$ cat src/epc_defines.svh
/*
 * Constants of the energy pulse output control block: register indices,
 * field positions, reset values and timing figures.
 * Assumes inclusion by bare name from the block's design files.
 */
`ifndef EPC_DEFINES_SVH
`define EPC_DEFINES_SVH

// ============================================================
// Register indices; the byte address is four times the index.
`define EPC_IDX_PHASE1_HI   14'h287B
`define EPC_IDX_PHASE2_HI   14'h287C
`define EPC_IDX_CTRL4       14'h287D
`define EPC_IDX_PULSE_CTRL  14'h287E
`define EPC_IDX_CREEP       14'h287F
`define EPC_IDX_PATH_CFG    14'h2880

// ============================================================
// Field positions (low bit of each field).
`define EPC_B_CRP2_EN       7
`define EPC_B_CRP1_EN       6
`define EPC_B_PEN2          5
`define EPC_B_PEN1          4
`define EPC_B_ACC_EN        3
`define EPC_B_SWAP          2
`define EPC_B_SRC           0
`define EPC_B_RATE2         6
`define EPC_B_RATE1         4
`define EPC_B_ESEL2         2
`define EPC_B_ESEL1         0
`define EPC_B_FLAG1         7
`define EPC_B_FLAG2         6
`define EPC_B_WIDTH         4
`define EPC_B_LO2           2
`define EPC_B_LO1           0
`define EPC_B_TARGET        7
`define EPC_B_FSEL          4

// ============================================================
// Reset value of every writable field.
`define EPC_RST_FIELD       8'h00

// ============================================================
// Timing and scaling figures.
`define EPC_CLK_HZ          40000000
`define EPC_W80_MS          80
`define EPC_W40_MS          40
`define EPC_W20_MS          20
`define EPC_Q_X1            6'd16
`define EPC_Q_X4            6'd4
`define EPC_Q_X8            6'd2
`define EPC_Q_X16           6'd1
`define EPC_PHC_FSMPL_HZ    3276800
`define EPC_PHC_LSB_UDEG    5500
`define EPC_PHC_SPAN_MDEG   1400

`endif

$ cat src/epc_pkg.sv
/*
 * Types shared by the energy pulse output control block.
 * Assumes nothing of its surroundings.
 */
package epc_pkg;

	// Energy-to-pulse selection codes; both other codes mean the absolute sum.
	typedef enum logic [1:0] {
		epc_esel_sum0,
		epc_esel_pos,
		epc_esel_neg,
		epc_esel_sum3
	} epc_esel_t;

	// States of one pulse generator.
	typedef enum logic [1:0] {
		epc_st_idle,
		epc_st_high,
		epc_st_gap
	} epc_pstate_t;

endpackage

$ cat src/epc_path_if.sv
/*
 * Carrier between the control top and one pulse generator.
 * Assumes the top drives the control side and reads the pulse back.
 */
`timescale 1ns/100ps
interface epc_path_if #(parameter int unsigned CW = 22);
	logic          run;
	logic          pulse_en;
	logic [1:0]    rate;
	logic [1:0]    esel;
	logic [CW-1:0] width_cyc;
	logic          pos_evt;
	logic          neg_evt;
	logic          pulse;
	logic          busy;

	modport ctrl (output run, pulse_en, rate, esel, width_cyc, pos_evt, neg_evt,
		input pulse, busy);
	modport gen (input run, pulse_en, rate, esel, width_cyc, pos_evt, neg_evt,
		output pulse, busy);
endinterface

$ cat src/epc_creep_mon.sv
/*
 * No-load state of one energy path.
 * Assumes a level noload indication synchronous to pclk from the engine.
 */
`timescale 1ns/100ps
module epc_creep_mon (
	// Clock and reset.
	input  wire logic pclk,
	input  wire logic presetn,
	// Control and indication.
	input  wire logic detect_enable,
	input  wire logic noload,
	output logic      creep_flag
);

	// ============================================================
	// State flag
	// Detection that is switched off always reports metering.
	always_ff @(posedge pclk or negedge presetn) begin
		if (!presetn) begin
			creep_flag <= 1'b0;
		end else begin
			creep_flag <= detect_enable & noload;
		end
	end

endmodule

$ cat src/epc_energy_pulse_ctrl.sv
/*
 * Energy pulse output control: APB register slave, per-path creep state,
 * source and function steering, and two pulse generators with pin swap.
 * Assumes an APB master on pclk and quantum events synchronous to pclk.
 */
// Function
// - Path 2 creep detection runs only while its enable bit is 1.
// - Path 1 creep detection runs only while its enable bit is 1.
// - Path 2 pulses appear only while its pulse enable is 1.
// - Path 1 pulses appear only while its pulse enable is 1.
// - Accumulation and pulse conversion run only while accumulate enable is 1.
// - Swap bit exchanges which path drives pin A and pin B.
// - Path 1 positive source: active power, current RMS, or a constant.
// - Path 2 rate code gives x1, x4, x8 or x16.
// - Path 1 rate code gives the same four multipliers.
// - Path 2 converts positive, negative, or absolute sum energy.
// - Path 1 converts positive, negative, or absolute sum active energy.
// - Path 1 creep flag is read-only, 1 while creeping.
// - Path 2 creep flag is read-only, 1 while creeping.
// - Width code 00, 01, 10 gives 80, 40, 20 ms pulses.
// - Path 2 delay is six high bits above two low bits.
// - Path 1 delay is six high bits above two low bits.
// - One delay step is 0.0055 degree at 3.2768 MHz, about 1.4 total.
// - Path 2 role: reactive from current one, or active from current two.
// - Path 1 delay goes to voltage at 1, current one at 0.
`timescale 1ns/100ps
`include "epc_defines.svh"
module epc_energy_pulse_ctrl
	import epc_pkg::*;
#(
	parameter int unsigned CW        = 22,
	parameter int unsigned P_W80_CYC = 32'(64'(`EPC_W80_MS) * 64'(`EPC_CLK_HZ) / 64'd1000),
	parameter int unsigned P_W40_CYC = 32'(64'(`EPC_W40_MS) * 64'(`EPC_CLK_HZ) / 64'd1000),
	parameter int unsigned P_W20_CYC = 32'(64'(`EPC_W20_MS) * 64'(`EPC_CLK_HZ) / 64'd1000)
) (
	// Clock and reset.
	input  wire logic        pclk,
	input  wire logic        presetn,
	// APB slave.
	input  wire logic        psel,
	input  wire logic        penable,
	input  wire logic        pwrite,
	input  wire logic [15:0] paddr,
	input  wire logic [31:0] pwdata,
	input  wire logic [3:0]  pstrb,
	output logic      [31:0] prdata,
	output logic             pready,
	output logic             pslverr,
	// Energy quanta from the metering engine.
	input  wire logic        p1_act_pos_evt,
	input  wire logic        p1_act_neg_evt,
	input  wire logic        p1_rms_evt,
	input  wire logic        p1_const_evt,
	input  wire logic        p2_i1_pos_evt,
	input  wire logic        p2_i1_neg_evt,
	input  wire logic        p2_i2_pos_evt,
	input  wire logic        p2_i2_neg_evt,
	// No-load indications from the metering engine.
	input  wire logic        p1_noload,
	input  wire logic        p2_noload,
	// Controls to the metering engine.
	output logic             accumulate_enable,
	output logic             path1_creep_detect_enable,
	output logic             path2_creep_detect_enable,
	output logic             path2_function_select,
	output logic             path1_delay_target,
	output logic             path2_delay_target,
	output logic      [7:0]  path1_phase_delay,
	output logic      [7:0]  path2_phase_delay,
	// Pulse pins.
	output logic             pulse_pin_a,
	output logic             pulse_pin_b
);

	// ============================================================
	// Elaboration checks
	// The width counter must hold the longest pulse, and the 40 and 20 ms counts may not be empty.
	if (CW < 2 || CW > 31) begin : g_chk_cw
		$error("CW out of range.");
	end
	if (P_W20_CYC < 1 || P_W40_CYC < 1 || P_W80_CYC >= (32'd1 << CW)) begin : g_chk_w
		$error("Pulse width counts do not fit the counter.");
	end
	// Full 8-bit delay range must come to about the documented span.
	if ((255 * `EPC_PHC_LSB_UDEG) / 1000 > `EPC_PHC_SPAN_MDEG + 5) begin : g_chk_phc
		$error("Phase step does not match the span.");
	end

	// ============================================================
	// Register fields
	logic       path2_pulse_out_enable;
	logic       path1_pulse_out_enable;
	logic       pin_swap;
	logic [1:0] source_select;
	logic [1:0] path2_rate_mult;
	logic [1:0] path1_rate_mult;
	logic [1:0] path2_energy_select;
	logic [1:0] path1_energy_select;
	logic [1:0] pulse_width_select;
	logic [1:0] path2_phase_delay_lo;
	logic [1:0] path1_phase_delay_lo;
	logic [5:0] path1_phase_delay_hi;
	logic [5:0] path2_phase_delay_hi;
	logic       path1_creep_flag;
	logic       path2_creep_flag;

	// ============================================================
	// APB decode
	logic [13:0] widx;
	logic        setup;
	logic        hit;
	logic        wr;
	logic [7:0]  wb;
	logic [7:0]  rbyte;

	assign widx  = paddr[15:2];
	assign setup = psel & ~penable;
	assign wr    = psel & penable & pready & pwrite & ~pslverr & pstrb[0];
	assign wb    = pwdata[7:0];

	// Read view of each register; reserved bits read zero.
	always_comb begin
		hit   = 1'b1;
		rbyte = 8'h00;
		case (widx)
			`EPC_IDX_PHASE1_HI: rbyte = {path1_delay_target, 1'b0, path1_phase_delay_hi};
			`EPC_IDX_PHASE2_HI: rbyte = {path2_delay_target, 1'b0, path2_phase_delay_hi};
			`EPC_IDX_CTRL4: rbyte = {path2_creep_detect_enable, path1_creep_detect_enable,
				path2_pulse_out_enable, path1_pulse_out_enable,
				accumulate_enable, pin_swap, source_select};
			`EPC_IDX_PULSE_CTRL: rbyte = {path2_rate_mult, path1_rate_mult,
				path2_energy_select, path1_energy_select};
			`EPC_IDX_CREEP: rbyte = {path1_creep_flag, path2_creep_flag,
				pulse_width_select, path2_phase_delay_lo, path1_phase_delay_lo};
			`EPC_IDX_PATH_CFG: rbyte = {3'h0, path2_function_select, 4'h0};
			default: hit = 1'b0;
		endcase
	end

	// Answer in the first access cycle; data is captured in setup so the
	// bus outputs come straight from flops at no cost in wait states.
	always_ff @(posedge pclk or negedge presetn) begin
		if (!presetn) begin
			pready  <= 1'b0;
			pslverr <= 1'b0;
			prdata  <= 32'h0000_0000;
		end else begin
			pready  <= setup;
			pslverr <= setup & ~hit;
			prdata  <= (setup && hit && !pwrite) ? {24'h00_0000, rbyte} : 32'h0000_0000;
		end
	end

	// ============================================================
	// Control registers
	// Creep flags are not writable; writes to those bits are dropped.
	always_ff @(posedge pclk or negedge presetn) begin
		if (!presetn) begin
			{path2_creep_detect_enable, path1_creep_detect_enable,
				path2_pulse_out_enable, path1_pulse_out_enable,
				accumulate_enable, pin_swap, source_select} <= `EPC_RST_FIELD;
		end else if (wr && widx == `EPC_IDX_CTRL4) begin
			path2_creep_detect_enable <= wb[`EPC_B_CRP2_EN];
			path1_creep_detect_enable <= wb[`EPC_B_CRP1_EN];
			path2_pulse_out_enable    <= wb[`EPC_B_PEN2];
			path1_pulse_out_enable    <= wb[`EPC_B_PEN1];
			accumulate_enable         <= wb[`EPC_B_ACC_EN];
			pin_swap                  <= wb[`EPC_B_SWAP];
			source_select             <= wb[`EPC_B_SRC +: 2];
		end
	end

	always_ff @(posedge pclk or negedge presetn) begin
		if (!presetn) begin
			{path2_rate_mult, path1_rate_mult,
				path2_energy_select, path1_energy_select} <= `EPC_RST_FIELD;
		end else if (wr && widx == `EPC_IDX_PULSE_CTRL) begin
			path2_rate_mult     <= wb[`EPC_B_RATE2 +: 2];
			path1_rate_mult     <= wb[`EPC_B_RATE1 +: 2];
			path2_energy_select <= wb[`EPC_B_ESEL2 +: 2];
			path1_energy_select <= wb[`EPC_B_ESEL1 +: 2];
		end
	end

	always_ff @(posedge pclk or negedge presetn) begin
		if (!presetn) begin
			pulse_width_select   <= 2'h0;
			path2_phase_delay_lo <= 2'h0;
			path1_phase_delay_lo <= 2'h0;
		end else if (wr && widx == `EPC_IDX_CREEP) begin
			pulse_width_select   <= wb[`EPC_B_WIDTH +: 2];
			path2_phase_delay_lo <= wb[`EPC_B_LO2 +: 2];
			path1_phase_delay_lo <= wb[`EPC_B_LO1 +: 2];
		end
	end

	always_ff @(posedge pclk or negedge presetn) begin
		if (!presetn) begin
			path1_delay_target   <= 1'b0;
			path1_phase_delay_hi <= 6'h00;
		end else if (wr && widx == `EPC_IDX_PHASE1_HI) begin
			path1_delay_target   <= wb[`EPC_B_TARGET];
			path1_phase_delay_hi <= wb[5:0];
		end
	end

	always_ff @(posedge pclk or negedge presetn) begin
		if (!presetn) begin
			path2_delay_target   <= 1'b0;
			path2_phase_delay_hi <= 6'h00;
		end else if (wr && widx == `EPC_IDX_PHASE2_HI) begin
			path2_delay_target   <= wb[`EPC_B_TARGET];
			path2_phase_delay_hi <= wb[5:0];
		end
	end

	always_ff @(posedge pclk or negedge presetn) begin
		if (!presetn) begin
			path2_function_select <= 1'b0;
		end else if (wr && widx == `EPC_IDX_PATH_CFG) begin
			path2_function_select <= wb[`EPC_B_FSEL];
		end
	end

	// ============================================================
	// Phase compensation delays
	// Both halves are flops; the engine steps its delay line at the
	// sampling rate, so one code step is one sampling period.
	assign path1_phase_delay = {path1_phase_delay_hi, path1_phase_delay_lo};
	assign path2_phase_delay = {path2_phase_delay_hi, path2_phase_delay_lo};

	// ============================================================
	// Creep state
	epc_creep_mon u_creep1 (
		.pclk          (pclk),
		.presetn       (presetn),
		.detect_enable (path1_creep_detect_enable),
		.noload        (p1_noload),
		.creep_flag    (path1_creep_flag)
	);

	epc_creep_mon u_creep2 (
		.pclk          (pclk),
		.presetn       (presetn),
		.detect_enable (path2_creep_detect_enable),
		.noload        (p2_noload),
		.creep_flag    (path2_creep_flag)
	);

	// ============================================================
	// Path steering
	epc_path_if #(.CW(CW)) p1_if ();
	epc_path_if #(.CW(CW)) p2_if ();
	logic [CW-1:0] width_cyc;

	// Code 11 is undefined; taking the shortest width keeps it safe.
	always_comb begin
		case (pulse_width_select)
			2'b00: width_cyc = CW'(P_W80_CYC);
			2'b01: width_cyc = CW'(P_W40_CYC);
			default: width_cyc = CW'(P_W20_CYC);
		endcase
	end

	// Accumulation stops while a path creeps, so no-load drift never counts.
	assign p1_if.run       = accumulate_enable & ~path1_creep_flag;
	assign p2_if.run       = accumulate_enable & ~path2_creep_flag;
	assign p1_if.pulse_en  = accumulate_enable & path1_pulse_out_enable;
	assign p2_if.pulse_en  = accumulate_enable & path2_pulse_out_enable;
	assign p1_if.rate      = path1_rate_mult;
	assign p2_if.rate      = path2_rate_mult;
	assign p1_if.esel      = path1_energy_select;
	assign p2_if.esel      = path2_energy_select;
	assign p1_if.width_cyc = width_cyc;
	assign p2_if.width_cyc = width_cyc;

	// Path 1 positive source; RMS and constant sources have no negative part.
	always_comb begin
		case (source_select)
			2'b01: begin
				p1_if.pos_evt = p1_rms_evt;
				p1_if.neg_evt = 1'b0;
			end
			2'b10: begin
				p1_if.pos_evt = p1_const_evt;
				p1_if.neg_evt = 1'b0;
			end
			default: begin
				p1_if.pos_evt = p1_act_pos_evt;
				p1_if.neg_evt = p1_act_neg_evt;
			end
		endcase
	end

	// Path 2 role: reactive from current one, or active from current two.
	assign p2_if.pos_evt = path2_function_select ? p2_i2_pos_evt : p2_i1_pos_evt;
	assign p2_if.neg_evt = path2_function_select ? p2_i2_neg_evt : p2_i1_neg_evt;

	epc_pulse_gen #(.CW(CW)) u_gen1 (
		.pclk    (pclk),
		.presetn (presetn),
		.pif     (p1_if.gen)
	);

	epc_pulse_gen #(.CW(CW)) u_gen2 (
		.pclk    (pclk),
		.presetn (presetn),
		.pif     (p2_if.gen)
	);

	// ============================================================
	// Pulse pins
	// Registered so the pins carry no decode glitches to the counter.
	always_ff @(posedge pclk or negedge presetn) begin
		if (!presetn) begin
			pulse_pin_a <= 1'b0;
			pulse_pin_b <= 1'b0;
		end else begin
			pulse_pin_a <= pin_swap ? p2_if.pulse : p1_if.pulse;
			pulse_pin_b <= pin_swap ? p1_if.pulse : p2_if.pulse;
		end
	end
endmodule

$ cat src/epc_pulse_gen.sv
/*
 * Pulse generator of one energy path: counts energy quanta, divides them
 * by 16, 4, 2 or 1 for rate x1, x4, x8 or x16 and shapes pulses of the selected width.
 * Assumes one-cycle quantum events and a width of at least one cycle.
 */
`timescale 1ns/100ps
`include "epc_defines.svh"
module epc_pulse_gen
	import epc_pkg::*;
#(
	parameter int unsigned CW = 22
) (
	// Clock and reset.
	input  wire logic pclk,
	input  wire logic presetn,
	// Path control and pulse.
	epc_path_if.gen   pif
);

	logic [5:0]    quota;
	logic [5:0]    inc;
	logic [5:0]    sum;
	logic [5:0]    cnt;
	logic          due;
	logic [CW-1:0] wcnt;
	logic [CW-1:0] wlat;
	logic [CW-1:0] hi_len;
	logic          pending;
	epc_pstate_t   state;

	// ============================================================
	// Elaboration check
	// The width counter must hold a count of at least one cycle.
	if (CW < 2 || CW > 31) begin : g_chk_cw
		$error("CW out of range.");
	end

	// ============================================================
	// Quantum counting
	// A faster rate simply needs fewer quanta per pulse.
	always_comb begin
		case (pif.rate)
			2'b00: quota = `EPC_Q_X1;
			2'b01: quota = `EPC_Q_X4;
			2'b10: quota = `EPC_Q_X8;
			default: quota = `EPC_Q_X16;
		endcase
		inc = 6'h00;
		if (pif.run) begin
			case (epc_esel_t'(pif.esel))
				epc_esel_pos: inc = {5'h00, pif.pos_evt};
				epc_esel_neg: inc = {5'h00, pif.neg_evt};
				default: inc = {5'h00, pif.pos_evt} + {5'h00, pif.neg_evt};
			endcase
		end
		sum = cnt + inc;
		due = (sum >= quota);
	end

	// The remainder carries over so no quantum is lost at a pulse boundary.
	always_ff @(posedge pclk or negedge presetn) begin
		if (!presetn) begin
			cnt <= 6'h00;
		end else if (due) begin
			cnt <= sum - quota;
		end else begin
			cnt <= sum;
		end
	end

	// ============================================================
	// Pulse shaping
	// A running pulse always completes; a one-cycle gap separates pulses.
	always_ff @(posedge pclk or negedge presetn) begin
		if (!presetn) begin
			state   <= epc_st_idle;
			wcnt    <= '0;
			wlat    <= '0;
			pending <= 1'b0;
		end else begin
			case (state)
				epc_st_idle: begin
					if (due && pif.pulse_en) begin
						state <= epc_st_high;
						wcnt  <= pif.width_cyc - 1'b1;
						wlat  <= pif.width_cyc;
					end
				end
				epc_st_high: begin
					pending <= pending | (due & pif.pulse_en);
					if (wcnt == '0) begin
						state <= epc_st_gap;
					end else begin
						wcnt <= wcnt - 1'b1;
					end
				end
				epc_st_gap: begin
					pending <= 1'b0;
					if (pending && pif.pulse_en) begin
						state <= epc_st_high;
						wcnt  <= pif.width_cyc - 1'b1;
						wlat  <= pif.width_cyc;
					end else begin
						state <= epc_st_idle;
					end
				end
				default: state <= epc_st_idle;
			endcase
		end
	end

	assign pif.pulse = (state == epc_st_high);
	assign pif.busy  = (state != epc_st_idle);

	// ============================================================
	// Checks
	// Length of the current high phase, read only by the width check.
	always_ff @(posedge pclk or negedge presetn) begin
		if (!presetn) begin
			hi_len <= '0;
		end else begin
			hi_len <= (state == epc_st_high) ? hi_len + 1'b1 : '0;
		end
	end
endmodule

$ cat config.mk
export PLATFORM = sky130hd
export DESIGN_NAME = epc_energy_pulse_ctrl
export DESIGN_NICKNAME = d
export VERILOG_FILES = /design/src/epc_pkg.sv /design/src/epc_path_if.sv /design/src/epc_creep_mon.sv /design/src/epc_energy_pulse_ctrl.sv /design/src/epc_pulse_gen.sv
export VERILOG_INCLUDE_DIRS = /design/src /design/src/src
export SDC_FILE = /design/constraint.sdc
export NUM_CORES = 1
export LEC_CHECK = 0
export BUFFER_PORTS_ARGS = -buffer_cell sky130_fd_sc_hd__buf_2
export CAP_MARGIN = 20
export CORE_UTILIZATION = 51
export DETAILED_ROUTE_END_ITERATION = 12
export PLACE_DENSITY = 0.76
export SYNTH_ARGS = -nofsm -noshare
export SYNTH_HDL_FRONTEND = slang
export SYNTH_SLANG_ARGS = --single-unit
$ cat constraint.sdc
create_clock -name pclk -period 3.5 [get_ports pclk]
set_input_delay 0.525 -clock pclk [delete_from_list [all_inputs] [get_ports pclk]]
set_output_delay 0.525 -clock pclk [all_outputs]
set_load 0.01 [all_outputs]
# Word level (Yosys, flattened, before mapping)

Index checks and enable logic that the tools add are counted.
W data, S select, Z words.

Flip-flop bits (word level): 113
Output and inout port bits: 58

Add/sub/neg operators: 9
Magnitude comparators: 2
Eq/ne operators: 29
Mux-type cells: 36
Bitwise logic cells: 22
Reduce and logical (&&, ||, !) cells: 30

Operators by type and width:

| kind                    | number |
|---|---|
| $mux W22                | 6 |
| $pmux W22 S3            | 2 |
| $eq A14 B14 Y1 const B  | 6 |
| $sub A22 B1 Y22 const B | 3 |
| $pmux W8 S6             | 1 |
| $logic_not A22 Y1       | 2 |
| $pmux W22 S2            | 1 |
| $pmux W5 S3             | 2 |
| $mux W6                 | 4 |
| $pmux W6 S2             | 2 |
| $eq A2 B1 Y1 const B    | 8 |
| $and A1 B1 Y1           | 15 |
| $eq A2 B2 Y1 const B    | 7 |
| $add A6 B6 Y6           | 2 |
| $ge A6 B5 Y1            | 2 |
| $logic_and A1 B1 Y1     | 12 |
| $ne A2 B1 Y1 const B    | 6 |
| $pmux W2 S3             | 2 |
| $sub A6 B5 Y6           | 2 |
| $logic_not A2 Y1        | 5 |
| $mux W1                 | 8 |
| $mux W2                 | 4 |
| $mux W8                 | 1 |
| $reduce_and A4 Y1       | 2 |
| 11 further kinds        | 23 |

# Logic depth before layout (Yosys ltp)

Gate-level depths: netlist (run 1).

Word-level depth: 11
Depth in mapped cells: 18

# Modules after synthesis

Synthesis (run 1) repeated with hierarchy kept, for this count alone.

Cell total of the unflattened synthesis: 903
Area, all modules: 8,291.7 um^2

Modules (own cells, without submodules):

| module                  | instances | cells each | area an instance (um^2) | seq. area each (um^2) |
|---|---|---|---|---|
| epc_pulse_gen at u_gen2 | 1         | 338        | 2,826.5                 | 775.7 |
| epc_pulse_gen at u_gen1 | 1         | 336        | 2,792.7                 | 775.7 |
| epc_energy_pulse_ctrl   | 1         | 225        | 2,610.0                 | 1,226.2 |
| epc_creep_mon           | 2         | 2          | 31.3                    | 25.0 |

# Least setup slack after synthesis (run 1)

No wires, ideal clock.

Path kind: reg2reg
Start: register source_select[0]
End: register u_gen1.cnt[4]
Arrival: 3.701 ns
Path slack: -0.327 ns
Stages on the path, launching flop included: 16
Period minus slack after synthesis: 3.827 ns
Cells stage by stage: dfrtp_1 > inv_1 > ha_1 > o21ai_0 > ha_1 > a21oi_1 > nor3b_1 > ha_1 > fa_1 > xor2_1 > ha_1 > a21boi_0 > o31a_1 > or3_1 > buf_6 > mux2_4

Longest elaborated chain between the ends: 9
Elaborated cells between the ends (all ways): 12

RTL lines:

| item                                          | line                                     | RTL |
|---|---|---|
| start: declaration                            | epc_energy_pulse_ctrl.sv:94              | `logic [1:0] source_select;` |
| start signal: assignment                      | epc_energy_pulse_ctrl.sv:161             | `` accumulate_enable, pin_swap, source_select} <= `EPC_RST_FIELD; `` |
| start signal: assignment                      | epc_energy_pulse_ctrl.sv:169             | `` source_select <= wb[`EPC_B_SRC +: 2]; `` |
| $eq A2 B2 Y1 or $eq A2 B1 Y1 (tied branches)  | epc_energy_pulse_ctrl.sv:279             | `case (source_select)` |
| $reduce_or A2 Y1 (no source line)             | --                                       |  |
| $mux W1                                       | epc_energy_pulse_ctrl.sv:279             |  |
| $add A1 B1 Y2                                 | epc_pulse_gen.sv:53                      | `default: inc = {5'h00, pif.pos_evt} + {5'h00, pif.neg_evt};` |
| $pmux W6 S2 (*)                               | epc_pulse_gen.sv:50                      | `case (epc_esel_t'(pif.esel))` |
| $mux W6 (*)                                   | epc_pulse_gen.sv:49                      | `if (pif.run) begin` |
| $add A6 B6 Y6 (*)                             | epc_pulse_gen.sv:56                      | `sum = cnt + inc;` |
| $sub A6 B5 Y6 or $ge A6 B5 Y1 (tied branches) | epc_pulse_gen.sv:65, epc_pulse_gen.sv:57 |  |
| $mux W6 (*)                                   | epc_pulse_gen.sv:64                      | `end else if (due) begin` |
| end signal: assignment                        | epc_pulse_gen.sv:65                      | `cnt <= sum - quota;` |
| end signal: assignment                        | epc_pulse_gen.sv:67                      | `cnt <= sum;` |
| end: declaration                              | epc_pulse_gen.sv:23                      | `logic [5:0] cnt;` |

Mark *: on every way between the ends. The rest lies on a longest branch, timed or not.
A chain may end at the register's enable or synchronous reset.

# Final worst setup path (run 1)

Start: register source_select[1]
End: register u_gen1.wcnt[11]

Longest elaborated chain between the ends: 11
Elaborated cells between the ends (all ways): 13

RTL lines:

| item                                         | line                         | RTL |
|---|---|---|
| $eq A2 B2 Y1 or $eq A2 B1 Y1 (tied branches) | epc_energy_pulse_ctrl.sv:279 |  |
| $reduce_or A2 Y1 (no source line)            | --                           |  |
| $mux W1                                      | epc_energy_pulse_ctrl.sv:279 |  |
| $add A1 B1 Y2                                | epc_pulse_gen.sv:53          |  |
| $pmux W6 S2 (*)                              | epc_pulse_gen.sv:50          |  |
| $mux W6 (*)                                  | epc_pulse_gen.sv:49          |  |
| $add A6 B6 Y6 (*)                            | epc_pulse_gen.sv:56          |  |
| $ge A6 B5 Y1 (*)                             | epc_pulse_gen.sv:57          | `due = (sum >= quota);` |
| $logic_and A1 B1 Y1 (*)                      | epc_pulse_gen.sv:83          | `if (due && pif.pulse_en) begin` |
| $ne A2 B1 Y1 (no source line) (*)            | --                           |  |
| $reduce_and A4 Y1 (no source line) (*)       | --                           |  |
| end signal: assignment                       | epc_pulse_gen.sv:85          | `wcnt <= pif.width_cyc - 1'b1;` |
| end signal: assignment                       | epc_pulse_gen.sv:94          | `wcnt <= wcnt - 1'b1;` |
| end signal: assignment                       | epc_pulse_gen.sv:101         | `wcnt <= pif.width_cyc - 1'b1;` |
| end: declaration                             | epc_pulse_gen.sv:25          | `logic [CW-1:0] wcnt;` |

Marked as above.

==> Flow_metrics.wiki, run 1 <==
{| class="wikitable"
! Metric !! Value
|-
| Net switching power figure || 1.085 mW
|-
| Highest-delay cell along the critical path || sky130_fd_sc_hd__dfrtp_1
|-
| Root buf cell || sky130_fd_sc_hd__clkbuf_16
|-
| Port bufs || 71
|-
| Synthesized area divided by synthesized cell count || about 10 sq um
|-
| Proportion of power drawn by combinational gates || 19.4%
|-
| Most used DFF post-synth || sky130_fd_sc_hd__dfrtp_1
|-
| Mapped Area || 0.007023 sq mm
|-
| Routability congestion estimate || 0.8543
|-
| Starting DRC count in detailed routing || 390
|-
| Setup violation total in the final timing report || 60
|-
| Violated checks || negative setup slack
|-
| Switching part of the total || 26.21%
|-
| Final std cell area, no fill || 0.009082 sq mm
|-
| Sequential share of power || about a third
|-
| Cts bufs inserted || 17
|-
| Hold Buf Count CTS || 0
|-
| Fin Setup TNS || -10.19 ns
|-
| Top cells by area, synth || sky130_fd_sc_hd__dfrtp_1 40%, sky130_fd_sc_hd__mux2_2 6.6%, sky130_fd_sc_hd__ha_1 5.3%
|-
| Clk buf depth || 2
|-
| Power consumption || 4.140 mW
|-
| Instance count of the mapped netlist || 689
|-
| Headroom to the max-slew limit || 40.75%
|-
| Total grt overflow || 0
|-
| Synth async-reset ratio || 100.0%
|-
| Via/cell ratio || 6.184
|-
| Average detailed-routed wire length per instance || around 19 microns
|-
| Die area || 0.01424 sq mm
|-
| Hold crit path type || in -> async
|-
| Initial Utilization || ~53%
|-
| Post-Place Cell Area || slightly below 0.008 sq mm
|-
| Source-to-sink clock delay at the later pin of the worst-skew pair || about 0.43 ns
|-
| CP startpoint kind || flip-flop
|-
| Count of clock tree sinks || about 110
|-
| Area share of the leading cell type in the synthesized netlist || roughly two fifths
|-
| Number of rows in the core area || 42
|-
| FF/Latch Area || 0.002829 sq mm
|-
| X dimension of the die || ~120 microns
|-
| Classification of the worst setup path || reg -> reg
|-
| Post-synth EDFFs || 0
|-
| All-Layer GR Usage || 27.25%
|-
| Overall routed net length || 19.11 mm
|-
| Fmax || ~0.27 GHz
|-
| Critical path cell sequence || inv_1 -> ha_2 -> a22oi_2 -> o21ai_4 -> a22oi_1 -> nor2_1 -> a21oi_2 -> nor3b_2 -> ha_2 -> fa_2 -> xor2_2 -> ha_1 -> a21boi_2 -> o31a_1 -> buf_4 -> o21a_4 -> buf_6 -> o21a_1 -> o22a_1
|-
| Final hold viol count || 0
|-
| Multi-input gate area in the final layout || ~0.0044 sq mm
|-
| Final routed DRC violation total || 0
|-
| Outcome || finished, violations left
|-
| Die span in y || about 120 microns
|-
| Actual transition at the worst max-transition pin || 0.8887 ns
|-
| Worst-case hold slack || between 0.15 and 0.2 ns
|-
| Crit end category || flip-flop
|-
| Worst endpoint data arrival time || 4.08 ns
|-
| Unique cell type count in the Yosys netlist || 85
|-
| Area of the core || 0.01335 sq mm
|-
| Proportion of layout cells with a drive suffix above 1 || 40.46%
|-
| Layout Nets || 916
|-
| Worst setup skew after layout || 0.01009 ns
|-
| Peak per-stage delay on the critical path || 0.41 ns
|-
| Initial antenna violation count || 0
|-
| Maximum fanout along the worst path || 7
|-
| Part of the cycle the worst path needs || 107.8%
|-
| Post-route setup slack || -0.2714 ns
|-
| Cell type group with the largest total delay on the critical path || compound AO/OA/AOI/OAI gates
|-
| Total internal power || 3.055 mW
|-
| Register clock-pin slew on the reported worst setup and hold paths || 0.05 ns
|-
| HPWL after detailed placement || approximately 12 mm
|-
| Part of the power in the clock network || 46.7%
|-
| CTS tree || done
|-
| Leading area contributor after synthesis || sky130_fd_sc_hd__dfrtp_1
|-
| Final antenna diode count || 0
|-
| Pins Over Slew Limit || 0
|-
| Number of nets with antenna violations after routing || 0
|-
| Setup repair after global routing missed its margin || true
|-
| Largest voltage drop on the vdd net || 287.0 uV
|-
| Via count of the first global-routing pass || 6156
|-
| Leakage power summed over all cells || between 4 and 5 nW
|-
| Register bit total from synthesis || 113
|-
| Largest net degree at the start of global routing || 67
|-
| Clock period minus worst slack || 3.771 ns
|-
| Area growth from synthesis to layout || 29.32%
|-
| Number of buffers and inverters on the critical path || 3
|-
| Number of filler instances in the final layout || about 950
|-
| Portion of the post-synthesis area used by sequential elements || 40.26%
|-
| Number of maximum-capacitance constraint violations || 0
|-
| Areal power density over the cells || 455.8 mW/mm^2
|-
| Maximum level of the CTS H-tree || 4
|-
| Synthesis Warnings || 0
|-
| Most prevalent standard cell on the critical path || sky130_fd_sc_hd__ha_2
|-
| Total iterations of the first detailed-routing run || 5
|-
| Vias || 6209
|-
| Number of top-level pins || 125
|-
| First-pass GRT wire length || just over 30 mm
|-
| Worst endpoint required time || around 3.8 ns
|}
## final timing paths
| path | from | end | slack (ns) | cells after the start |
|---|---|---|---|---|
| worst max register to register | source_select[1] | u_gen1.wcnt[11] | -0.27 | 19 |
| worst min-delay path | presetn | u_gen1.wcnt[7] | 0.20 | 1 |
| min in group pclk | p1_noload | u_creep1.creep_flag | 0.31 | 2 |
| max in group asynchronous | presetn | u_gen2.cnt[2] | 2.55 | 2 |
| worst min register to register | u_gen1.wcnt[0] | u_gen1.wcnt[0] | 0.50 | 1 |
| worst max-delay path | source_select[1] | u_gen1.wcnt[11] | -0.27 | 19 |
## cells in the final DEF, fill, tap and decap left out, types with 5 or more instances in the layout
| master | n |
|---|---|
| sky130_fd_sc_hd__dfrtp_1 | 112 |
| sky130_fd_sc_hd__buf_2 | 70 |
| sky130_fd_sc_hd__nor2_1 | 44 |
| sky130_fd_sc_hd__buf_4 | 40 |
| sky130_fd_sc_hd__mux2_2 | 38 |
| sky130_fd_sc_hd__nand2_1 | 33 |
| sky130_fd_sc_hd__inv_1 | 29 |
| sky130_fd_sc_hd__conb_1 | 24 |
| sky130_fd_sc_hd__a21oi_2 | 23 |
| sky130_fd_sc_hd__a21oi_1 | 22 |
| sky130_fd_sc_hd__ha_1 | 21 |
| sky130_fd_sc_hd__o21ai_0 | 20 |
| sky130_fd_sc_hd__a31oi_1 | 20 |
| sky130_fd_sc_hd__clkbuf_16 | 17 |
| sky130_fd_sc_hd__buf_6 | 17 |
| sky130_fd_sc_hd__nor3_1 | 16 |
| sky130_fd_sc_hd__o22a_1 | 12 |
| sky130_fd_sc_hd__nand2b_1 | 11 |
| sky130_fd_sc_hd__nand3_1 | 11 |
| sky130_fd_sc_hd__a22oi_1 | 9 |
| sky130_fd_sc_hd__or3_1 | 8 |
| sky130_fd_sc_hd__nor2_2 | 8 |
| sky130_fd_sc_hd__nor4_1 | 8 |
| sky130_fd_sc_hd__a41oi_1 | 8 |
| sky130_fd_sc_hd__nor2b_1 | 7 |
| sky130_fd_sc_hd__and2_1 | 7 |
| sky130_fd_sc_hd__nor3_2 | 7 |
| sky130_fd_sc_hd__mux4_2 | 7 |
| sky130_fd_sc_hd__a21oi_4 | 6 |
| sky130_fd_sc_hd__o21ai_1 | 6 |
| sky130_fd_sc_hd__ha_4 | 6 |
| sky130_fd_sc_hd__mux2_4 | 5 |
| sky130_fd_sc_hd__xor2_1 | 5 |
| sky130_fd_sc_hd__o21ai_2 | 5 |
| sky130_fd_sc_hd__and4b_1 | 5 |
| sky130_fd_sc_hd__nand4_1 | 5 |
| sky130_fd_sc_hd__a21o_1 | 5 |
| sky130_fd_sc_hd__bufinv_16 | 5 |
| sky130_fd_sc_hd__clkinv_2 | 5 |
## worst reg2reg max path, stage by stage, from the launching register on
cell and delay [ns]:
sky130_fd_sc_hd__dfrtp_1 0.41, sky130_fd_sc_hd__inv_1 0.07, sky130_fd_sc_hd__ha_2 0.17, sky130_fd_sc_hd__a22oi_2 0.19, sky130_fd_sc_hd__o21ai_4 0.08, sky130_fd_sc_hd__a22oi_1 0.18, sky130_fd_sc_hd__nor2_1 0.07, sky130_fd_sc_hd__a21oi_2 0.12
sky130_fd_sc_hd__nor3b_2 0.06, sky130_fd_sc_hd__ha_2 0.18, sky130_fd_sc_hd__fa_2 0.38, sky130_fd_sc_hd__xor2_2 0.18, sky130_fd_sc_hd__ha_1 0.32, sky130_fd_sc_hd__a21boi_2 0.16, sky130_fd_sc_hd__o31a_1 0.31, sky130_fd_sc_hd__buf_4 0.16
sky130_fd_sc_hd__o21a_4 0.21, sky130_fd_sc_hd__buf_6 0.14, sky130_fd_sc_hd__o21a_1 0.10, sky130_fd_sc_hd__o22a_1 0.16
## layer usage
metal | track usage [%] | share of wire (%) | vias to the layer above
met1 | 33.13 | 39 | 3064
met4 | 11.48 | 3.1 | 0
met2 | 45.97 | 50 | 312
met5 | 0 | 0 | -
met3 | 6.801 | 7.2 | 63
li1 | - | - | 2770
## state kept, by name (all words and copies together) (netlist names), 2 cells and up
register and count:
p1_if.rate 2, p2_if.rate 2, p1_if.esel 2, u_gen2.wcnt 22, path2_phase_delay_lo 2, u_gen1.cnt 6, path2_phase_delay_hi 6, u_gen1.wcnt 22
p2_if.esel 2, source_select 2, u_gen2.cnt 6, u_gen2.state 2, u_gen1.state 2, prdata 8, pulse_width_select 2, path1_phase_delay_hi 6
path1_phase_delay_lo 2
## timing repair
item	4_1_cts	5_1_grt
hold endpoints to repair	0	0
pin swaps	35	24
setup buffers	13	8
endpoints found under the setup margin	62	62
resized for setup	55	54
cloned	1	0
## cells by family (layout without fill, tap and decap cells)
group / count (synthesis) / in the layout / share of synthesized area (%)
muxes: 52 / 52 / 9.496
AOI/OAI and AO/OA: 180 / 180 / 17.07
xor gates and xnor gates: 12 / 12 / 1.497
and+or+nand+nor: 223 / 223 / 19.49
adders and majority gates: 34 / 34 / 6.485
other: 1 / 24 / 0.05340
DFF: 113 / 113 / 40.26
buffers and inverters: 74 / 190 / 5.647
## synth_stat cells (16+ instances only)
library cell and n:
sky130_fd_sc_hd__a21oi_1 50, sky130_fd_sc_hd__a31oi_1 23, sky130_fd_sc_hd__buf_4 24, sky130_fd_sc_hd__dfrtp_1 113, sky130_fd_sc_hd__ha_1 30, sky130_fd_sc_hd__inv_1 30
sky130_fd_sc_hd__mux2_2 41, sky130_fd_sc_hd__nand2_1 35, sky130_fd_sc_hd__nor2_1 53, sky130_fd_sc_hd__nor3_1 16, sky130_fd_sc_hd__o21ai_0 29
## through the flow
stage | std cells | utilization [%] | worst slack, ns
2_1_floorplan | 712 | - | -0.1536
3_3_place_gp | 951 | 58.54 | -0.2755
3_5_place_dp | 951 | 58.54 | -0.3337
4_1_cts | 996 | 65.82 | -0.2453
5_1_grt | 1004 | 68.04 | -0.4137
6_report | 1004 | 68.04 | -0.2714
## area by class of cell
type | instances | area share (%)
clock buffer | 21 | 5.180
clock inverter | 11 | 2.011
inverter | 30 | 1.240
multi-input combinational | 525 | 48.51
sequential | 113 | 31.15
tap | 176 | 2.425
timing repair buffer | 128 | 9.492
## power by group through the flow
| stage | Combinational, mW | Sequential, mW | Clock, mW |
|---|---|---|---|
| finish | 0.804 | 1.40 | 1.94 |
| global route | 0.869 | 1.40 | 2.00 |
| CTS | 0.697 | 1.40 | 1.94 |
| detailed placement | 0.608 | 1.42 | 0 |
| global placement | 0.579 | 1.41 | 0 |
| floorplan | 0.444 | 1.41 | 0 |
(Power assumes the default switching activity.)
==> run 2: changes to the inputs <==
- CTS_BUF_LIST: default -> sky130_fd_sc_hd__clkbuf_16
==> Flow_metrics.wiki, run 2 (same netlist as run 1, synthesis figures left out) <==
{| class="wikitable"
! Metric !! Value
|-
| Outcome || finished, violations left
|-
| Violated checks || negative setup slack
|-
| WL met1 || 7.731 mm (+3.1%)
|-
| Largest voltage drop on the vdd net || 289.4 uV (+0.82%)
|-
| Worst endpoint data arrival time || 4.13 ns (+0.05 ns)
|-
| Number of buffers and inverters on the critical path || 3 (unchanged)
|-
| Placed instance count || 951 (unchanged)
|-
| Clk buf depth || 2 (unchanged)
|-
| Final routed DRC violation total || 0 (unchanged)
|-
| Die span in y || 119.4 microns (unchanged)
|-
| Worst setup skew after layout || 0.006430 ns (-0.003663 ns)
|-
| Highest-delay cell along the critical path || sky130_fd_sc_hd__dfrtp_1
|-
| Classification of the worst setup path || reg -> reg
|-
| Leakage power summed over all cells || 4.191 nW (+0.31%)
|-
| Hold crit path type || in -> async
|-
| Pins Over Slew Limit || 0 (unchanged)
|-
| Register clock-pin slew on the reported worst setup and hold paths || 0.06 ns (about the same)
|-
| Vias || 6236 (+0.43%)
|-
| Fin Setup TNS || -10.74 ns (-0.5475 ns)
|-
| Source-to-sink clock delay at the later pin of the worst-skew pair || 0.42 ns (about the same)
|-
| Worst endpoint required time || 3.80 ns (about the same)
|-
| Die area || 0.01424 sq mm (unchanged)
|-
| Met2 routed wirelength || 9.790 mm (+1.7%)
|-
| Cts bufs inserted || 17 (unchanged)
|-
| FF/Latch Area || 0.002829 sq mm (unchanged)
|-
| Starting DRC count in detailed routing || 406 (+4.1%)
|-
| Areal power density over the cells || 450.0 mW/mm^2 (-1.3%)
|-
| Port bufs || 71 (unchanged)
|-
| HPWL after detailed placement || 12.30 mm (unchanged)
|-
| Total iterations of the first detailed-routing run || 5 (unchanged)
|-
| Overall routed net length || 19.42 mm (+1.7%)
|-
| Initial antenna violation count || 0 (unchanged)
|-
| Number of filler instances in the final layout || 925 (-2.5%)
|-
| Area growth from synthesis to layout || 30.25%
|-
| Layout Nets || 920 (+0.44%)
|-
| Setup violation total in the final timing report || 60 (unchanged)
|-
| Via count of the first global-routing pass || 6188 (+0.52%)
|-
| Via/cell ratio || 6.187 (about the same)
|-
| Maximum level of the CTS H-tree || 4 (unchanged)
|-
| All-Layer GR Usage || 27.36% (+0.12 points)
|-
| First-pass GRT wire length || 30.64 mm (+0.82%)
|-
| Number of maximum-capacitance constraint violations || 0 (unchanged)
|-
| Post-route setup slack || -0.3302 ns (-0.05878 ns)
|-
| Routed length on met3 || 1.342 mm (-2.8%)
|-
| Leading cell type in the layout, fill and taps excluded || sky130_fd_sc_hd__dfrtp_1
|-
| X dimension of the die || 119.4 microns (unchanged)
|-
| Count of clock tree sinks || 113 (unchanged)
|-
| Highest metal used || met4
|-
| Final antenna diode count || 0 (unchanged)
|-
| Power consumption || 4.117 mW (-0.56%)
|-
| Total grt overflow || 0 (unchanged)
|-
| Average detailed-routed wire length per instance || 19.27 microns (+1.3%)
|-
| Multi-input gate area in the final layout || 0.004453 sq mm (+1.1%)
|-
| Part of the cycle the worst path needs || 109.4% (+1.7 points)
|-
| Clock period minus worst slack || 3.830 ns (+0.05878 ns)
|-
| Proportion of layout cells with a drive suffix above 1 || 41.23% (+0.77 points)
|-
| Headroom to the max-slew limit || 41.25% (+0.50 points)
|-
| Number of nets with antenna violations after routing || 0 (unchanged)
|-
| Maximum fanout along the worst path || 6 (-1)
|-
| Final Instance Count excl. Fillers || 1008 (+0.40%)
|-
| Actual transition at the worst max-transition pin || 0.8813 ns (-0.007459 ns)
|-
| Number of rows in the core area || 42 (unchanged)
|-
| Cell type group with the largest total delay on the critical path || compound AO/OA/AOI/OAI gates
|-
| Leading cell types in the layout, fill and taps excluded || 112 x sky130_fd_sc_hd__dfrtp_1, 71 x sky130_fd_sc_hd__buf_2, 44 x sky130_fd_sc_hd__nor2_1, 40 x sky130_fd_sc_hd__buf_4, 38 x sky130_fd_sc_hd__mux2_2
|-
| Crit end category || flip-flop
|-
| Largest net degree at the start of global routing || 67 (unchanged)
|-
| CTS tree || done
|-
| Setup repair after global routing missed its margin || true
|-
| Final hold viol count || 0 (unchanged)
|-
| Peak per-stage delay on the critical path || 0.41 ns (about the same)
|-
| Area of the core || 0.01335 sq mm (unchanged)
|-
| CP startpoint kind || flip-flop
|-
| Initial Utilization || 52.62% (unchanged)
|-
| Number of top-level pins || 125 (unchanged)
|-
| Registers with the most flip-flops || u_gen1.wcnt x22, u_gen2.wcnt x22, prdata x8
|-
| Worst-case hold slack || 0.2149 ns (+0.01927 ns)
|-
| Critical path cell sequence || inv_1 -> ha_2 -> a22oi_2 -> o21ai_4 -> a22oi_1 -> nor2_1 -> a21oi_2 -> nor3b_2 -> ha_2 -> fa_2 -> xor2_2 -> ha_1 -> a21boi_2 -> o31a_1 -> buf_6 -> o21ai_4 -> buf_6 -> a21oi_1 -> o22a_1
|-
| Root buf cell || sky130_fd_sc_hd__clkbuf_16
|-
| Fmax || 0.2611 GHz (-1.5%)
|-
| Routability congestion estimate || 0.8543 (unchanged)
|}
run 2: final cells by class:
type	instances	share of cell area, %
multi-input cells	525	48.68
flip-flops and latches	113	30.93
inverters	30	1.231
clock inverters	15	2.161
well taps	176	2.407
repair buffers	132	9.944
clock buffers	17	4.651
run 2: worst paths after layout:
check / start / end / slack [ns] / cells after the start
hold / removal: presetn / u_gen1.wcnt[7] / 0.21 / 1
hold reg to reg: u_gen1.wcnt[7] / u_gen1.wcnt[7] / 0.52 / 1
max in group asynchronous: presetn / u_gen2.cnt[4] / 2.53 / 2
setup / recovery: source_select[1] / u_gen1.wcnt[13] / -0.33 / 19
min in group pclk: p1_noload / u_creep1.creep_flag / 0.32 / 2
setup reg to reg: source_select[1] / u_gen1.wcnt[13] / -0.33 / 19
run 2: layer usage:
layer / track usage (%) / vias to the layer above
met4: 12.58 / 0
met3: 5.603 / 61
met5: 0 / -
li1: - / 2782
met1: 33.71 / 3080
met2: 46.11 / 313
run 2: power breakdown:
group | total (mW) | switching, mW | internal [mW]
sequential | 1.41 | 0.0506 | 1.36
combinational | 0.851 | 0.429 | 0.422
clock | 1.86 | 0.615 | 1.24
total | 4.12 | 1.09 | 3.02
run 2: what timing repair did:
| action | 4_1_cts | 5_1_grt |
|---|---|---|
| pin swaps | 35 | 29 |
| gates cloned | 2 | 1 |
| setup endpoints to repair | 62 | 62 |
| setup buffers | 14 | 9 |
| hold buffers | 0 | 0 |
| gates resized for setup | 69 | 51 |
run 2: per-stage QoR:
stage	instance area [sq um]	setup slack, ns	util, %
final	9148	-0.3302	68.53
after global routing	9148	-0.4914	68.53
after CTS	8820	-0.2479	66.08
after detailed placement	7814	-0.3337	58.54
after global placement	7814	-0.2755	58.54
after floorplan	7239	-0.1536	-
==> run 3: changes to the inputs <==
- CTS_CLUSTER_SIZE: default -> 28
- SETUP_SLACK_MARGIN: default -> 0.15
==> Flow_metrics.wiki, run 3 (same netlist as run 1, synthesis figures left out) <==
{| class="wikitable"
! Metric !! Value
|-
| Part of the cycle the worst path needs || 108.8% (-0.59 points)
|-
| X dimension of the die || 119.4 microns (unchanged)
|-
| Proportion of layout cells with a drive suffix above 1 || 39.71% (-1.5 points)
|-
| First-pass GRT wire length || 30.27 mm (-1.2%)
|-
| Cts bufs inserted || 17 (unchanged)
|-
| Post-Place Cell Area || 0.007909 sq mm (+1.2%)
|-
| Violated checks || negative setup slack
|-
| Area of the core || 0.01335 sq mm (unchanged)
|-
| Hold crit path type || in -> async
|-
| Final antenna diode count || 0 (unchanged)
|-
| Area growth from synthesis to layout || 27.61%
|-
| Worst endpoint data arrival time || 4.11 ns (-0.02 ns)
|-
| Initial antenna violation count || 0 (unchanged)
|-
| Routability congestion estimate || 0.8892 (+4.1%)
|-
| Leading cell type in the layout, fill and taps excluded || sky130_fd_sc_hd__dfrtp_1
|-
| Largest net degree at the start of global routing || 54 (-19%)
|-
| Source-to-sink clock delay at the later pin of the worst-skew pair || 0.42 ns (about the same)
|-
| Clock period minus worst slack || 3.810 ns (-0.02057 ns)
|-
| Die span in y || 119.4 microns (unchanged)
|-
| Worst endpoint required time || 3.80 ns (about the same)
|-
| Via count of the first global-routing pass || 6192 (+0.065%)
|-
| Vias || 6133 (-1.7%)
|-
| Final routed DRC violation total || 0 (unchanged)
|-
| HPWL after detailed placement || 12.53 mm (+1.9%)
|-
| Highest-delay cell along the critical path || sky130_fd_sc_hd__fa_2
|-
| Number of maximum-capacitance constraint violations || 0 (unchanged)
|-
| Number of rows in the core area || 42 (unchanged)
|-
| Average detailed-routed wire length per instance || 18.45 microns (-4.2%)
|-
| Outcome || finished, violations left
|-
| Overall routed net length || 18.58 mm (-4.3%)
|-
| Leakage power summed over all cells || 4.133 nW (-1.4%)
|-
| Fmax || 0.2625 GHz (+0.54%)
|-
| Post-route setup slack || -0.3096 ns (+0.02057 ns)
|-
| Setup repair after global routing missed its margin || true
|-
| Number of nets with antenna violations after routing || 0 (unchanged)
|-
| Leading cell types in the layout, fill and taps excluded || 112 x sky130_fd_sc_hd__dfrtp_1, 71 x sky130_fd_sc_hd__buf_2, 49 x sky130_fd_sc_hd__nor2_1, 41 x sky130_fd_sc_hd__buf_4, 39 x sky130_fd_sc_hd__mux2_2
|-
| Registers with the most flip-flops || u_gen1.wcnt x22, u_gen2.wcnt x22, prdata x8
|-
| Total grt overflow || 0 (unchanged)
|-
| Crit end category || flip-flop
|-
| Placed instance count || 953 (+0.21%)
|-
| CTS tree || done
|-
| Headroom to the max-slew limit || 50.97% (+9.7 points)
|-
| Final std cell area, no fill || 0.008962 sq mm (-2.0%)
|-
| Initial Utilization || 52.62% (unchanged)
|-
| Maximum fanout along the worst path || 4 (-2)
|-
| Largest voltage drop on the vdd net || 280.0 uV (-3.2%)
|-
| Worst setup skew after layout || 0.009652 ns (+0.003222 ns)
|-
| Number of top-level pins || 125 (unchanged)
|-
| Final Instance Count excl. Fillers || 1007 (-0.099%)
|-
| Clk buf depth || 2 (unchanged)
|-
| Via/cell ratio || 6.090 (-1.6%)
|-
| Actual transition at the worst max-transition pin || 0.7342 ns (-0.1471 ns)
|-
| Starting DRC count in detailed routing || 334 (-18%)
|-
| Peak per-stage delay on the critical path || 0.64 ns (+0.23 ns)
|-
| CP startpoint kind || flip-flop
|-
| Count of clock tree sinks || 113 (unchanged)
|-
| Setup violation total in the final timing report || 49 (-18%)
|-
| Die area || 0.01424 sq mm (unchanged)
|-
| Port bufs || 71 (unchanged)
|-
| Final hold viol count || 0 (unchanged)
|-
| Total iterations of the first detailed-routing run || 7 (+2)
|-
| Register clock-pin slew on the reported worst setup and hold paths || 0.05 ns (about the same)
|-
| Areal power density over the cells || 431.4 mW/mm^2 (-4.1%)
|-
| Classification of the worst setup path || reg -> reg
|-
| Maximum level of the CTS H-tree || 4 (unchanged)
|-
| Layout Nets || 920 (unchanged)
|-
| Root buf cell || sky130_fd_sc_hd__clkbuf_16
|-
| All-Layer GR Usage || 27.04% (-0.32 points)
|-
| Critical path cell sequence || inv_2 -> ha_4 -> a22oi_2 -> o21ai_4 -> a22oi_1 -> nor2_1 -> a21oi_2 -> nor3b_2 -> ha_2 -> fa_2 -> inv_2 -> fa_2 -> a21boi_2 -> o31a_1 -> nor2_1 -> a221o_1 -> mux2_4
|-
| Pins Over Slew Limit || 0 (unchanged)
|}
## run 3: path summary, 6_finish.rpt
check                                      start                  end  slack (ns)  cells past startpoint
worst max-delay path            source_select[0]      u_gen1.state[0]       -0.31                     17
worst min-delay path                     presetn       u_gen1.wcnt[4]        0.16                      1
worst max register to register  source_select[0]      u_gen1.state[0]       -0.31                     17
worst min register to register    u_gen1.wcnt[0]       u_gen1.wcnt[0]        0.50                      1
max in group asynchronous                presetn       u_gen1.wcnt[6]        2.50                      2
min in group pclk                      p2_noload  u_creep2.creep_flag        0.31                      2
## run 3: cell type report
| cell class | instances | area, sq um |
|---|---|---|
| Clock inverter | 14 | 148.9 |
| Multi-Input combinational cell | 525 | 4338 |
| Inverter | 30 | 112.6 |
| Clock buffer | 17 | 425.4 |
| Fill cell | 966 | 4385 |
| Tap cell | 176 | 220.2 |
| Timing Repair Buffer | 132 | 888.4 |
| Sequential cell | 113 | 2829 |
## run 3: critical path, delay by kind of cell, from the launching register on
kind	cells	cell delay, ns
AO/OA/AOI/OAI	7	1.28
adder cells (fa/ha/maj)	4	1.35
buffers and inverters	2	0.12
flip-flops	1	0.40
multiplexers	1	0.31
AND/OR/NAND/NOR	3	0.21
## run 3: power by group
part	leakage (nW)	switching, mW	total (mW)	internal, mW
combinational	2.33	0.405	0.770	0.365
clock	0.280	0.603	1.70	1.10
sequential	1.52	0.0405	1.40	1.36
## run 3: timing repair
item                       CTS  global route
resized for setup           61            22
gates cloned                 3             0
hold buffers                 0             0
pin swaps                   30            25
setup endpoints to repair   62            62
setup buffers                6            14
## run 3: metal layers
layer  GRT usage (%)  part of all wire [%]  vias to the layer above
li1                -                     -                     2787
met2           46.48                    51                      251
met1           33.35                    41                     3058
met4           8.828                   1.5                        0
met3           6.513                   6.5                       37
met5               0                     0                        -
## run 3: through the flow
step	setup slack, ns	total power, mW	util (%)	hold slack, ns	TNS (ns)
2_1_floorplan	-0.1535	1.869	-	0.2294	-0.4551
3_3_place_gp	-0.3273	2.008	59.25	0.4689	-12.67
3_5_place_dp	-0.3825	2.040	59.25	0.4885	-15.75
4_1_cts	-0.2758	3.813	65.56	0.1857	-6.380
5_1_grt	-0.4360	4.007	67.14	0.2215	-14.99
6_report	-0.3096	3.867	67.14	0.1639	-8.547
